[config.mk]
export PLATFORM = sky130hd
export DESIGN_NAME = pcm_serial_port
export DESIGN_NICKNAME = d
export VERILOG_FILES = /design/src/pcm_port_pkg.sv /design/src/pcm_serial_port.sv
export SDC_FILE = /design/constraint.sdc
export NUM_CORES = 1
export LEC_CHECK = 0
export BUFFER_PORTS_ARGS = -buffer_cell sky130_fd_sc_hd__buf_2
export CAP_MARGIN = 20
export CORE_ASPECT_RATIO = 0.8
export CORE_MARGIN = 3
export CORE_UTILIZATION = 45
export DETAILED_ROUTE_END_ITERATION = 7
export PLACE_DENSITY_LB_ADDON = 0.2
export SYNTH_ARGS = -nofsm -noshare
export SYNTH_HDL_FRONTEND = slang
export SYNTH_SLANG_ARGS = --single-unit
[constraint.sdc]
create_clock -name clock_i -period 20.5 [get_ports clock_i]
set_clock_uncertainty 0.2 [all_clocks]
set_input_delay 3.075 -clock clock_i [delete_from_list [all_inputs] [get_ports clock_i]]
set_output_delay 3.075 -clock clock_i [all_outputs]
set_load 0.02 [all_outputs]
[src/pcm_port_pkg.sv]
// Package for the serial PCM port front end: modes, widths and timing counts.
// Assumes a single 20 MHz master clock and no software-visible registers.
package pcm_port_pkg;

  // ---------------------------------------------------------------------------
  // Widths and timing
  // ---------------------------------------------------------------------------
  localparam int unsigned WORD_W         = 16;
  localparam int unsigned CNT_W          = 5;
  localparam logic [4:0]  NARROW_BITS    = 5'h08;
  localparam logic [4:0]  WIDE_BITS      = 5'h10;
  localparam int unsigned CLK_HZ         = 20000000;
  localparam int unsigned FRAME_NS       = 125000;
  localparam int unsigned FRAME_CYCLES   = FRAME_NS / (1000000000 / CLK_HZ);
  localparam int unsigned MIN_RATE_KBPS  = 128;
  localparam int unsigned MAX_RATE_KBPS  = 4096;

  // ---------------------------------------------------------------------------
  // Types
  // ---------------------------------------------------------------------------
  typedef enum logic {MODE_FRAMED, MODE_STROBED} port_mode_t;

  typedef struct packed {
    logic               valid;
    logic               wide;
    logic [WORD_W-1:0]  data;
  } pcm_word_t;

  typedef struct packed {
    logic a;
    logic b;
  } strobe_pair_t;

endpackage : pcm_port_pkg

[src/pcm_serial_port.sv]
// Serial PCM port front end for two time-multiplexed canceller channels.
// Assumes a bit clock on a pin, oversampled by the master clock; the
// framer drives strobes and data, the device drives only the output lines.

// -----------------------------------------------------------------------------
// Lane: one serial line with two strobed channels.
// -----------------------------------------------------------------------------
module pcm_lane
(
  input  wire logic                            clock_i,
  input  wire logic                            arst_n_i,
  input  wire logic                            bclk_rise_i,
  input  wire logic                            bclk_fall_i,
  input  wire logic                            strobed_i,
  input  wire pcm_port_pkg::strobe_pair_t      strobe_i,
  input  wire logic                            din_i,
  input  wire logic [pcm_port_pkg::WORD_W-1:0] out_a_i,
  input  wire logic [pcm_port_pkg::WORD_W-1:0] out_b_i,
  output pcm_port_pkg::pcm_word_t              word_a_o,
  output pcm_port_pkg::pcm_word_t              word_b_o,
  output logic                                 dout_o,
  output logic                                 dout_oe_o
);
  logic [pcm_port_pkg::WORD_W-1:0] sh_ff, nxt_sh;
  logic [pcm_port_pkg::WORD_W-1:0] tx_ff, nxt_tx;
  logic [pcm_port_pkg::CNT_W-1:0]  cnt_ff, nxt_cnt;
  logic                            chb_ff, nxt_chb;
  logic                            act_ff;
  logic                            oe_ff, nxt_oe;
  pcm_port_pkg::pcm_word_t         wa_ff, nxt_wa, wb_ff, nxt_wb;
  logic                            act;

  // Only the strobed mode moves data; a strobe that is low moves nothing.
  assign act = strobed_i && (strobe_i.a || strobe_i.b);

  // Shift on bit clock edges while a strobe is high; close the word when it drops.
  always_comb
  begin
    nxt_sh  = sh_ff;
    nxt_tx  = tx_ff;
    nxt_cnt = cnt_ff;
    nxt_chb = chb_ff;
    nxt_oe  = act;
    nxt_wa  = wa_ff;
    nxt_wb  = wb_ff;
    nxt_wa.valid = 1'b0;
    nxt_wb.valid = 1'b0;
    // Clearing at burst start keeps an 8-bit word free of the other channel's bits.
    if (act && !act_ff)
    begin
      nxt_sh  = '0;
      nxt_cnt = '0;
      nxt_chb = strobe_i.b;
      nxt_tx  = strobe_i.b ? out_b_i : out_a_i;
    end
    else if (act && bclk_fall_i && cnt_ff != '0)
      nxt_tx = {tx_ff[pcm_port_pkg::WORD_W-2:0], 1'b0};
    // The count saturates, so an overlong burst never wraps back to a legal length.
    if (act && bclk_rise_i)
    begin
      nxt_sh  = {nxt_sh[pcm_port_pkg::WORD_W-2:0], din_i};
      if (nxt_cnt != 5'h1f)
        nxt_cnt = nxt_cnt + 5'h01;
    end
    // A burst of exactly 8 or 16 bits is a word; any other length is dropped.
    if (!act && act_ff &&
        (cnt_ff == pcm_port_pkg::NARROW_BITS || cnt_ff == pcm_port_pkg::WIDE_BITS))
    begin
      if (chb_ff)
      begin
        nxt_wb.valid = 1'b1;
        nxt_wb.wide  = (cnt_ff == pcm_port_pkg::WIDE_BITS);
        nxt_wb.data  = sh_ff;
      end
      else
      begin
        nxt_wa.valid = 1'b1;
        nxt_wa.wide  = (cnt_ff == pcm_port_pkg::WIDE_BITS);
        nxt_wa.data  = sh_ff;
      end
    end
  end

  always_ff @(posedge clock_i or negedge arst_n_i)
  begin
    if (!arst_n_i)
    begin
      sh_ff  <= '0;
      tx_ff  <= '0;
      cnt_ff <= '0;
      chb_ff <= 1'b0;
      act_ff <= 1'b0;
      oe_ff  <= 1'b0;
      wa_ff  <= '0;
      wb_ff  <= '0;
    end
    else
    begin
      sh_ff  <= nxt_sh;
      tx_ff  <= nxt_tx;
      cnt_ff <= nxt_cnt;
      chb_ff <= nxt_chb;
      act_ff <= act;
      oe_ff  <= nxt_oe;
      wa_ff  <= nxt_wa;
      wb_ff  <= nxt_wb;
    end
  end

  assign word_a_o  = wa_ff;
  assign word_b_o  = wb_ff;
  assign dout_o    = oe_ff ? tx_ff[pcm_port_pkg::WORD_W-1] : 1'b0;
  assign dout_oe_o = oe_ff;
endmodule : pcm_lane

// -----------------------------------------------------------------------------
// Top level.
// -----------------------------------------------------------------------------
module pcm_serial_port
(
  input  wire logic                            clock_i,
  input  wire logic                            arst_n_i,
  input  wire logic                            power_down_n_i,
  input  wire logic                            strobed_serial_mode_i,
  input  wire logic                            linear_format_i,
  input  wire logic                            bit_clock_i,
  input  wire logic                            rx_side_strobe_a_i,
  input  wire logic                            rx_side_strobe_b_i,
  input  wire logic                            tx_side_strobe_a_i,
  input  wire logic                            tx_side_strobe_b_i,
  input  wire logic                            rx_in_i,
  input  wire logic                            tx_in_i,
  input  wire logic [pcm_port_pkg::WORD_W-1:0] send_out_a_i,
  input  wire logic [pcm_port_pkg::WORD_W-1:0] send_out_b_i,
  input  wire logic [pcm_port_pkg::WORD_W-1:0] rx_out_a_i,
  input  wire logic [pcm_port_pkg::WORD_W-1:0] rx_out_b_i,
  output pcm_port_pkg::pcm_word_t              ref_a_o,
  output pcm_port_pkg::pcm_word_t              ref_b_o,
  output pcm_port_pkg::pcm_word_t              send_a_o,
  output pcm_port_pkg::pcm_word_t              send_b_o,
  output logic                                 linear_o,
  output logic [1:0]                           rx_bus_mode_o,
  output logic [1:0]                           tx_bus_mode_o,
  output logic                                 send_out_o,
  output logic                                 send_out_oe_o,
  output logic                                 rx_out_o,
  output logic                                 rx_out_oe_o,
  output logic                                 standby_o
);
  logic                       rst_n;
  logic [6:0]                 s1_ff, s2_ff;
  logic                       bclk_ff;
  logic                       mode_ff;
  logic                       lin_ff;
  logic [1:0]                 rxm_ff, txm_ff;
  logic [1:0]                 nxt_rxm, nxt_txm;
  logic                       bclk_rise, bclk_fall;
  pcm_port_pkg::strobe_pair_t rx_stb, tx_stb;

  // Power-down acts as a reset; it is combined with the chip reset, not clocked.
  assign rst_n     = arst_n_i && power_down_n_i;
  assign standby_o = ~power_down_n_i;

  // Two-stage synchronisers; the first stage feeds only the second.
  always_ff @(posedge clock_i or negedge rst_n)
  begin
    if (!rst_n)
    begin
      s1_ff   <= '0;
      s2_ff   <= '0;
      bclk_ff <= 1'b0;
    end
    else
    begin
      s1_ff   <= {bit_clock_i, rx_side_strobe_a_i, rx_side_strobe_b_i,
                  tx_side_strobe_a_i, tx_side_strobe_b_i, rx_in_i, tx_in_i};
      s2_ff   <= s1_ff;
      bclk_ff <= s2_ff[6];
    end
  end

  // 4096 kbit/s gives about five master clocks per bit, enough to see both edges.
  assign bclk_rise = s2_ff[6] && !bclk_ff;
  assign bclk_fall = !s2_ff[6] && bclk_ff;
  assign rx_stb    = '{a: s2_ff[5], b: s2_ff[4]};
  assign tx_stb    = '{a: s2_ff[3], b: s2_ff[2]};

  // In framed mode the strobe pins are decoded as static sub-mode selects.
  always_comb
  begin
    nxt_rxm = rxm_ff;
    nxt_txm = txm_ff;
    if (!strobed_serial_mode_i)
    begin
      nxt_rxm = {rx_stb.a, rx_stb.b};
      nxt_txm = {tx_stb.a, tx_stb.b};
    end
  end

  always_ff @(posedge clock_i or negedge rst_n)
  begin
    if (!rst_n)
    begin
      mode_ff <= 1'b0;
      lin_ff  <= 1'b0;
      rxm_ff  <= '0;
      txm_ff  <= '0;
    end
    else
    begin
      mode_ff <= strobed_serial_mode_i;
      lin_ff  <= linear_format_i;
      rxm_ff  <= nxt_rxm;
      txm_ff  <= nxt_txm;
    end
  end

  assign linear_o      = lin_ff;
  assign rx_bus_mode_o = rxm_ff;
  assign tx_bus_mode_o = txm_ff;

  // Receive-in / send-out lane, strobed by the receive-side pair.
  pcm_lane u_rx_lane
  (
    .clock_i     (clock_i),
    .arst_n_i    (rst_n),
    .bclk_rise_i (bclk_rise),
    .bclk_fall_i (bclk_fall),
    .strobed_i   (mode_ff),
    .strobe_i    (rx_stb),
    .din_i       (s2_ff[1]),
    .out_a_i     (send_out_a_i),
    .out_b_i     (send_out_b_i),
    .word_a_o    (ref_a_o),
    .word_b_o    (ref_b_o),
    .dout_o      (send_out_o),
    .dout_oe_o   (send_out_oe_o)
  );

  // Send-in / receive-out lane, strobed by the send-side pair.
  pcm_lane u_tx_lane
  (
    .clock_i     (clock_i),
    .arst_n_i    (rst_n),
    .bclk_rise_i (bclk_rise),
    .bclk_fall_i (bclk_fall),
    .strobed_i   (mode_ff),
    .strobe_i    (tx_stb),
    .din_i       (s2_ff[0]),
    .out_a_i     (rx_out_a_i),
    .out_b_i     (rx_out_b_i),
    .word_a_o    (send_a_o),
    .word_b_o    (send_b_o),
    .dout_o      (rx_out_o),
    .dout_oe_o   (rx_out_oe_o)
  );
endmodule : pcm_serial_port

==> results of run 1 <==
[metrics by stage]
stage	total power [uW]	worst slack (ns)
after floorplan	430.9	11.74
after global placement	448.9	13.85
after detailed placement	452.3	13.86
after CTS	758.2	13.86
after global routing	785.9	13.84
final	751.1	13.86
[registers in the layout, summed over array words and instances, names as in the netlist, 2 cells and up]
name / cells
u_rx_lane.tx_ff: 16
u_tx_lane.sh_ff: 16
u_tx_lane.tx_ff: 16
tx_bus_mode_o: 2
u_tx_lane.cnt_ff: 5
u_tx_lane.word_a_o: 18
s2_ff: 7
u_rx_lane.word_a_o: 18
u_tx_lane.word_b_o: 18
u_rx_lane.sh_ff: 16
s1_ff: 7
u_rx_lane.cnt_ff: 5
rx_bus_mode_o: 2
u_rx_lane.word_b_o: 18
[Yosys cell counts, drive strengths merged]
cell type	n	area (um^2)
a211oi	16	120.1
a21oi	50	250.2
a221o	2	20.02
a22o	1	8.760
a2bb2oi	1	8.760
a311oi	1	8.760
and2	6	37.54
and3	1	6.260
and3b	1	8.760
and4	2	17.52
and4b	1	10.01
buf	27	157.6
clkbuf	12	45.04
dfrtp	171	4279
inv	8	30.03
mux2	68	765.7
mux2i	18	180.2
nand2	108	405.4
nand2b	4	25.02
nand3	6	30.03
nand4	3	40.04
nor2	22	90.09
nor2b	19	118.9
nor3	17	85.08
nor4	2	12.51
o2111ai	2	17.52
o211a	1	10.01
o21a	3	22.52
o21ai	25	132.6
o221ai	1	8.760
o311ai	2	17.52
o31ai	17	127.6
xor2	2	17.52
[path summary, 6_finish.rpt]
path                                startpoint                endpoint  slack, ns  depth (start not counted)
worst max-delay path            power_down_n_i               standby_o      13.86                          3
worst min-delay path                  s1_ff[6]                s2_ff[6]       0.15                          0
worst max register to register        s2_ff[4]   u_rx_lane.word_b_o[6]      17.08                          3
worst min register to register        s1_ff[6]                s2_ff[6]       0.15                          0
max in group asynchronous       power_down_n_i  u_tx_lane.word_b_o[17]      16.35                          5
min in group asynchronous             arst_n_i                s2_ff[4]       2.50                          2
[report_power, final]
| group | total, uW | switching (uW) | internal [uW] |
|---|---|---|---|
| clock network | 303 | 132 | 172 |
| registers | 379 | 16.9 | 362 |
| logic | 68.3 | 39.5 | 28.8 |
| total | 751 | 188 | 563 |
[cell families after synthesis]
| family | after synthesis |
|---|---|
| DFF | 171 |
| buffers and inverters | 47 |
| AOI/OAI and AO/OA | 122 |
| and+or+nand+nor | 192 |
| xor gates and xnor gates | 2 |
| muxes | 86 |
[final cells by class]
class / count / area share [%]
Sequential cell: 171 / 49.51
Timing Repair Buffer: 164 / 10.44
Multi-Input combinational cell: 402 / 30.19
Clock inverter: 12 / 1.303
Tap cell: 210 / 3.040
Inverter: 8 / 0.3475
Clock buffer: 20 / 5.169
[per-layer routing]
metal | track usage (%) | vias to the layer above | part of all wire [%] | wire, um
li1 | - | 2449 | - | -
met1 | 24.05 | 2416 | 48 | 6902
met2 | 26.42 | 123 | 46 | 6674
met3 | 3.718 | 19 | 5.1 | 734
met4 | 6.874 | 0 | 1.5 | 214
met5 | 0 | - | 0 | 0
==> results.sh, run 1 <==
export IMPL_outcome="complete, no violations"
export IMPL_crit_buf_inv=3
export IMPL_ys_ff_latch=171
export IMPL_num_fill_cells=1336
export IMPL_clk_pin_slew_ns=0.06
export IMPL_start_util_pct=46.61
export IMPL_cts_buffers=17
export IMPL_powerDensity_nw_per_um2=86.92
export IMPL_diodes=0
export IMPL_p_leak_uw=0.004389
export IMPL_grt_pass1_wl_um=24530
export IMPL_cp_start_kind="input pin"
export IMPL_final_common_cell="dfrtp_1"
export IMPL_drv_slew=0
export IMPL_synth_top_family_by_area="multiplexers"
export IMPL_synthAdderAreaFrac_pct=0
export IMPL_yosysWarnings=0
export IMPL_setup_violations=0
export IMPL_postCtsHoldBufs=0
export IMPL_grt_max_degree=87
export IMPL_final_cell_count_no_fill=987
export IMPL_place_congestion=0.7714
export IMPL_worst_slew_pin_slew_ns=1.043
export IMPL_rsz0062_at_grt="no"
export IMPL_antenna_found_initial=0
export IMPL_critPathMaxFanout=2
export IMPL_crit_path_cell_trace="buf_2, inv_1, buf_2"
export IMPL_path_class="input pin to primary output"
export IMPL_crit_top_cell="buf_2"
export IMPL_die_h_um=118.5
export IMPL_slowest_stage="buf_2"
export IMPL_avgRoutedWirePerCell_um=14.72
export IMPL_crit_required_ns=17.23
export IMPL_synthMuxAreaShare_pct=13.29
export IMPL_design_area_um2=8642
export IMPL_row_count=40
export IMPL_ir_drop_mv=0.05479
export IMPL_vias=5007
export IMPL_drtIter0Drc=215
export IMPL_postCtsSetupBuffers=0
export IMPL_drt_wl_total_um=14530
export IMPL_slew_headroom_pct=30.24
export IMPL_worstSkewPairLatency_ns=0.42
export IMPL_hold_viol_final=0
export IMPL_dr_pass1_iters=5
export IMPL_cp_end_kind="primary output"
export IMPL_worst_path_dominant_cell_family="buffers and inverters"
export IMPL_utilization_pct=56.61
export IMPL_synth_compound_area_share_pct=10.59
export IMPL_cts_tree="done"
export IMPL_netlist_area_um2=7116
export IMPL_ys_seq_area_share_pct=60.14
export IMPL_ant_nets=0
export IMPL_yosys_area_share_xor_xnor_pct=0.2462
export IMPL_synth_cells=620
export IMPL_remaining_drc_errors=0
export IMPL_finalCriticalPeriod_ns=6.636
export IMPL_io_buffers=157
export IMPL_via_per_inst=5.073
export IMPL_postCtsResizedCells=0
export IMPL_dp_hpwl_um=9524
export IMPL_layout_common_cells="171 x dfrtp_1, 157 x buf_2, 108 x nand2_1, 68 x mux2_2, 50 x a21oi_1"
export IMPL_place_area_um2=7989
export IMPL_syn_area_per_cell_um2=11.48
export IMPL_slowest_delay_ns=0.15
export IMPL_fin_crit_sh_pct=32.37
export IMPL_cts_max_level=4
export IMPL_cts_max_path_buffers=2
export IMPL_clock_sinks=171
export IMPL_grt_pass1_vias=4924
export IMPL_multi_input_area_um2=2609
export IMPL_arrival_ns=3.36
export IMPL_drive_gt1_share_pct=34.62
export IMPL_io_pin_count=158
export IMPL_nets=840
export IMPL_syn2layout_area_growth_pct=21.45
export IMPL_yosys_area_share_simple_pct=12.47
export IMPL_grt_total_usage_pct=17.23
export IMPL_yosysUniqueCellTypes=41
export IMPL_ff_latch_area_um2=4279
export IMPL_synth_nets=696
export IMPL_core_um2=15260
export IMPL_numPlacedInstances=951
export IMPL_maxCapViolations=0
export IMPL_tns_ns=0
export IMPL_clock_root_buffer="clkbuf_16"
export IMPL_fmax_mhz=150.7
export IMPL_holdWs_ns=0.1471
export IMPL_globalRoute_totalOverflow=0
export IMPL_hp_class="flip-flop to flip-flop"
export IMPL_die_area_um2=17370
export IMPL_die_w_um=146.6
No activity file was read; power rests on OpenSTA's default activity.
==> inputs of run 2 (changes only) <==
clock period = 5.55 ns   (was 20.5 ns; I/O delays follow)
==> run 2 against run 1 <==
Sequential share of layout area fell by 0.28 points. Sequential cell count did not move. Critical path type is now flip-flop to flip-flop. Highest routed layer unchanged. Via count rose by 0.70%.
==> results.sh, run 2 (synthesis results as in run 1) <==
export IMPL_outcome="complete, no violations"
export IMPL_rsz0062_at_grt="no"
export IMPL_critPathMaxFanout=22
export IMPL_crit_required_ns=5.66
export IMPL_crit_path_cell_trace="o21ai_2, and4b_1, mux2_2"
export IMPL_maxCapViolations=0
export IMPL_start_util_pct=46.61
export IMPL_globalRoute_totalOverflow=0
export IMPL_path_class="flip-flop to flip-flop"
export IMPL_via_per_inst=5.114
export IMPL_grt_pass1_vias=5052
export IMPL_die_w_um=146.6
export IMPL_hold_viol_final=0
export IMPL_postCtsSetupBuffers=0
export IMPL_syn2layout_area_growth_pct=22.14
export IMPL_worstSkewPairLatency_ns=0.43
export IMPL_slowest_delay_ns=0.93
export IMPL_numPlacedInstances=951
export IMPL_clock_sinks=171
export IMPL_fmax_mhz=301.0
export IMPL_cts_max_level=4
export IMPL_postCtsHoldBufs=0
export IMPL_drv_slew=0
export IMPL_ant_nets=0
export IMPL_drive_gt1_share_pct=34.66
export IMPL_layout_common_cells="171 x dfrtp_1, 157 x buf_2, 108 x nand2_1, 68 x mux2_2, 50 x a21oi_1"
export IMPL_setup_violations=0
export IMPL_grt_total_usage_pct=17.90
export IMPL_cp_end_kind="flip-flop"
export IMPL_antenna_found_initial=0
export IMPL_remaining_drc_errors=0
export IMPL_hp_class="flip-flop to flip-flop"
export IMPL_grt_max_degree=93
export IMPL_clk_pin_slew_ns=0.06
export IMPL_vias=5042
export IMPL_row_count=40
export IMPL_p_switching_uw=688.8
export IMPL_num_fill_cells=1282
export IMPL_dr_pass1_iters=4
export IMPL_dp_hpwl_um=9946
export IMPL_arrival_ns=3.44
export IMPL_switching_share_pct=23.85
export IMPL_holdWs_ns=0.1478
export IMPL_cp_start_kind="flip-flop"
export IMPL_core_um2=15260
export IMPL_grt_pass1_wl_um=25330
export IMPL_io_pin_count=158
export IMPL_postCtsResizedCells=0
export IMPL_p_clk_share_pct=42.6
export IMPL_multi_input_area_um2=2609
export IMPL_die_h_um=118.5
export IMPL_final_common_cell="dfrtp_1"
export IMPL_final_cell_count_no_fill=986
export IMPL_avgRoutedWirePerCell_um=15.21
export IMPL_worst_slew_pin_slew_ns=0.9955
export IMPL_slowest_stage="o21ai_2"
export IMPL_ir_drop_mv=0.2086
export IMPL_powerDensity_nw_per_um2=332.4
export IMPL_place_congestion=0.7949
export IMPL_finalCriticalPeriod_ns=3.322
export IMPL_cts_buffers=17
export IMPL_comb_power_share_pct=8.8
export IMPL_drtIter0Drc=303
export IMPL_diodes=0
export IMPL_cts_max_path_buffers=2
export IMPL_clock_root_buffer="clkbuf_16"
export IMPL_tns_ns=0
export IMPL_fin_crit_sh_pct=59.86
export IMPL_slew_headroom_pct=33.63
export IMPL_p_int_uw=2200
export IMPL_drt_wl_total_um=15000
export IMPL_io_buffers=157
export IMPL_p_leak_uw=0.004407
export IMPL_nets=840
export IMPL_cts_tree="done"
export IMPL_die_area_um2=17370
export IMPL_ff_latch_area_um2=4279
export IMPL_p_seq_share_pct=48.6
## run 2: metrics by stage
step           worst slack, ns  area (um^2)  util (%)  power, uW
2_1_floorplan            1.691         7117         -       1591
3_3_place_gp             2.289         8001     52.42       1658
3_5_place_dp             2.198         8001     52.42       1676
4_1_cts                  2.191         8621     56.48       2913
5_1_grt                  1.950         8691     56.93       3019
6_report                 2.228         8691     56.93       2889
## run 2: layout make-up
type,count,share of cell area [%]
Clock buffer,22,5.572
Multi-Input combinational cell,402,30.02
Inverter,8,0.3455
Sequential cell,171,49.24
Timing Repair Buffer,164,10.25
Tap cell,210,3.023
Clock inverter,9,1.555
## run 2: critical path, delay by kind of cell (launching register included)
kind	cells	cell delay (ns)
AO/OA/AOI/OAI	1	0.93
multiplexers	1	0.42
flip-flops	1	0.75
AND/OR/NAND/NOR	1	0.90
## run 2: power by group through the flow
stage	Combinational, uW	Clock [uW]	Sequential (uW)
CTS	251	1260	1400
floorplan	186	0	1410
detailed placement	249	0	1430
global route	294	1310	1410
global placement	238	0	1420
finish	255	1230	1400
## run 2: routing by layer
layer | part of all wire, % | global-route usage (%) | vias up
met2 | 46 | 27.68 | 129
met1 | 47 | 24.80 | 2459
met5 | 0 | 0 | -
met4 | 1.2 | 5.288 | 0
met3 | 5.3 | 4.983 | 12
li1 | - | - | 2442
## run 2: worst paths after layout
check	start	cells past startpoint	endpoint	slack (ns)
worst max register to register	s2_ff[4]	3	u_rx_lane.word_b_o[1]	2.23
min in group asynchronous	arst_n_i	2	s1_ff[5]	0.17
worst min register to register	s1_ff[1]	0	s2_ff[1]	0.15
worst min-delay path	s1_ff[1]	0	s2_ff[1]	0.15
max in group asynchronous	power_down_n_i	3	u_tx_lane.sh_ff[14]	4.28
worst max-delay path	s2_ff[4]	3	u_rx_lane.word_b_o[1]	2.23
==> inputs of run 3 (changes only) <==
clock period = 3.4 ns   (was 5.55 ns; I/O delays follow)
==> run 3 against run 2 <==
Cell count grew 1.1%. First-iteration DRC count shrank 11%. Combinational power grew 67%. Core utilization grew 0.098 points. Final area grew 0.17%. Via count grew 2.3%. Maximum frequency grew 36%. Largest power group unchanged.
==> results.sh, run 3 (synthesis results as in run 1) <==
export IMPL_min_to="mode_ff"
export IMPL_io_pin_count=158
export IMPL_place_area_um2=8031
export IMPL_ff_latch_area_um2=4279
export IMPL_via_per_inst=5.174
export IMPL_antenna_found_initial=0
export IMPL_drt_wl_total_um=15070
export IMPL_timing_rr_end="u_rx_lane.word_b_o[14]"
export IMPL_drtIter0Drc=269
export IMPL_worst_r2r_setup_slack_ns=0.97
export IMPL_drive_gt1_share_pct=34.69
export IMPL_grt_pass1_vias=5128
export IMPL_reg2reg_from="s2_ff[5]"
export IMPL_grt_max_degree=172
export IMPL_r2r_worst_path_cells=4
export IMPL_grt_pass1_wl_um=25340
export IMPL_postCtsResizedCells=0
export IMPL_start_util_pct=46.61
export IMPL_core_um2=15260
export IMPL_gr_usage_met1_pct=24.12
export IMPL_drv_slew=0
export IMPL_globalRoute_totalOverflow=0
export IMPL_tns_ns=0
export IMPL_final_common_cell="dfrtp_1"
export IMPL_fmax_mhz=410.9
export IMPL_ir_drop_mv=0.3506
export IMPL_holdPathStages=1
export IMPL_worst_hold_startpoint="strobed_serial_mode_i"
export IMPL_crit_required_ns=3.50
export IMPL_critPathMaxFanout=21
export IMPL_ant_nets=0
export IMPL_diodes=0
export IMPL_multi_input_area_um2=2609
export IMPL_outcome="complete, no violations"
export IMPL_cts_max_path_buffers=2
export IMPL_use_met3_pct=4.906
export IMPL_clk_pin_slew_ns=0.06
export IMPL_dr_pass1_iters=5
export IMPL_cts_tree="done"
export IMPL_grt_use_met2_pct=28.12
export IMPL_powerDensity_nw_per_um2=526.1
export IMPL_dp_hpwl_um=9770
export IMPL_cts_buffers=17
export IMPL_busiest_layer="met2"
export IMPL_grt_total_usage_pct=17.63
export IMPL_layout_common_cells="171 x dfrtp_1, 157 x buf_2, 108 x nand2_1, 68 x mux2_2, 50 x a21oi_1"
export IMPL_utilization_pct=57.03
export IMPL_nets=850
export IMPL_finalCriticalPeriod_ns=2.434
export IMPL_path_class="flip-flop to flip-flop"
export IMPL_num_fill_cells=1319
export IMPL_remaining_drc_errors=0
export IMPL_hp_class="input pin to flip-flop"
export IMPL_cp_end_kind="flip-flop"
export IMPL_worst_slew_pin_slew_ns=0.9330
export IMPL_clock_sinks=171
export IMPL_power_uw=4580
export IMPL_avgRoutedWirePerCell_um=15.12
export IMPL_die_area_um2=17370
export IMPL_arrival_ns=2.54
export IMPL_setup_violations=0
export IMPL_hold_viol_final=0
export IMPL_worstSkewPairLatency_ns=0.42
export IMPL_p_leak_uw=0.004429
export IMPL_place_congestion=0.7307
export IMPL_fin_crit_sh_pct=71.59
export IMPL_die_h_um=118.5
export IMPL_row_count=40
export IMPL_cts_max_level=4
export IMPL_syn2layout_area_growth_pct=22.35
export IMPL_maxCapViolations=0
export IMPL_vias=5158
export IMPL_io_buffers=157
export IMPL_rsz0062_at_grt="no"
export IMPL_cp_start_kind="flip-flop"
export IMPL_slew_headroom_pct=37.76
export IMPL_design_area_um2=8706
export IMPL_die_w_um=146.6
export IMPL_clock_root_buffer="clkbuf_16"
==> run 3: area by class of cell <==
| type | count | area share [%] |
|---|---|---|
| Sequential cell | 171 | 49.15 |
| Tap cell | 210 | 3.018 |
| Timing Repair Buffer | 174 | 10.87 |
| Multi-Input combinational cell | 402 | 29.97 |
| Clock inverter | 12 | 1.293 |
| Inverter | 8 | 0.3449 |
| Clock buffer | 20 | 5.361 |
==> run 3: power breakdown <==
group	total (uW)	internal, uW	switching [uW]	leakage (uW)
Clock	1880	1070	802	0.000288
Sequential	2280	2190	92.7	0.00229
Combinational	425	175	250	0.00185
==> run 3: how the worst max path moves through the flow <==
stage	start	to	slack [ns]
finish	s2_ff[5]	u_rx_lane.word_b_o[14]	0.97
global route	s2_ff[5]	u_rx_lane.word_b_o[2]	0.82
CTS	u_rx_lane.cnt_ff[0]	u_rx_lane.word_b_o[14]	0.94
detailed placement	u_rx_lane.cnt_ff[0]	u_rx_lane.word_b_o[2]	0.94
global placement	s2_ff[5]	u_rx_lane.word_b_o[13]	1.04
floorplan	arst_n_i	bclk_ff	1.14
==> run 3: critical path, stage by stage, from the launching register on <==
cell     delay [ns]
dfrtp_1        0.43
o21ai_2        0.13
buf_4          0.28
and4b_1        0.86
mux2_2         0.42
==> run 3: per-layer routing <==
metal / part of all wire, % / up-vias
met1: 47 / 2525
li1: - / 2467
met4: 0.86 / 0
met3: 5.6 / 16
met5: 0 / -
met2: 47 / 150
==> run 3: timing repair <==
item                                   CTS  global route
setup endpoints to repair                0             0
setup buffers                            0             0
endpoints found under the hold margin    8             0
hold buffers                             8             0
==> run 3: stage by stage <==
step           setup slack (ns)  hold WS [ns]  cells
2_1_floorplan             1.144        0.1312    620
3_3_place_gp              1.036        0.1366    955
3_5_place_dp             0.9402        0.1347    955
4_1_cts                  0.9406       0.06639    995
5_1_grt                  0.8193       0.06279    997
6_report                 0.9661       0.07971    997
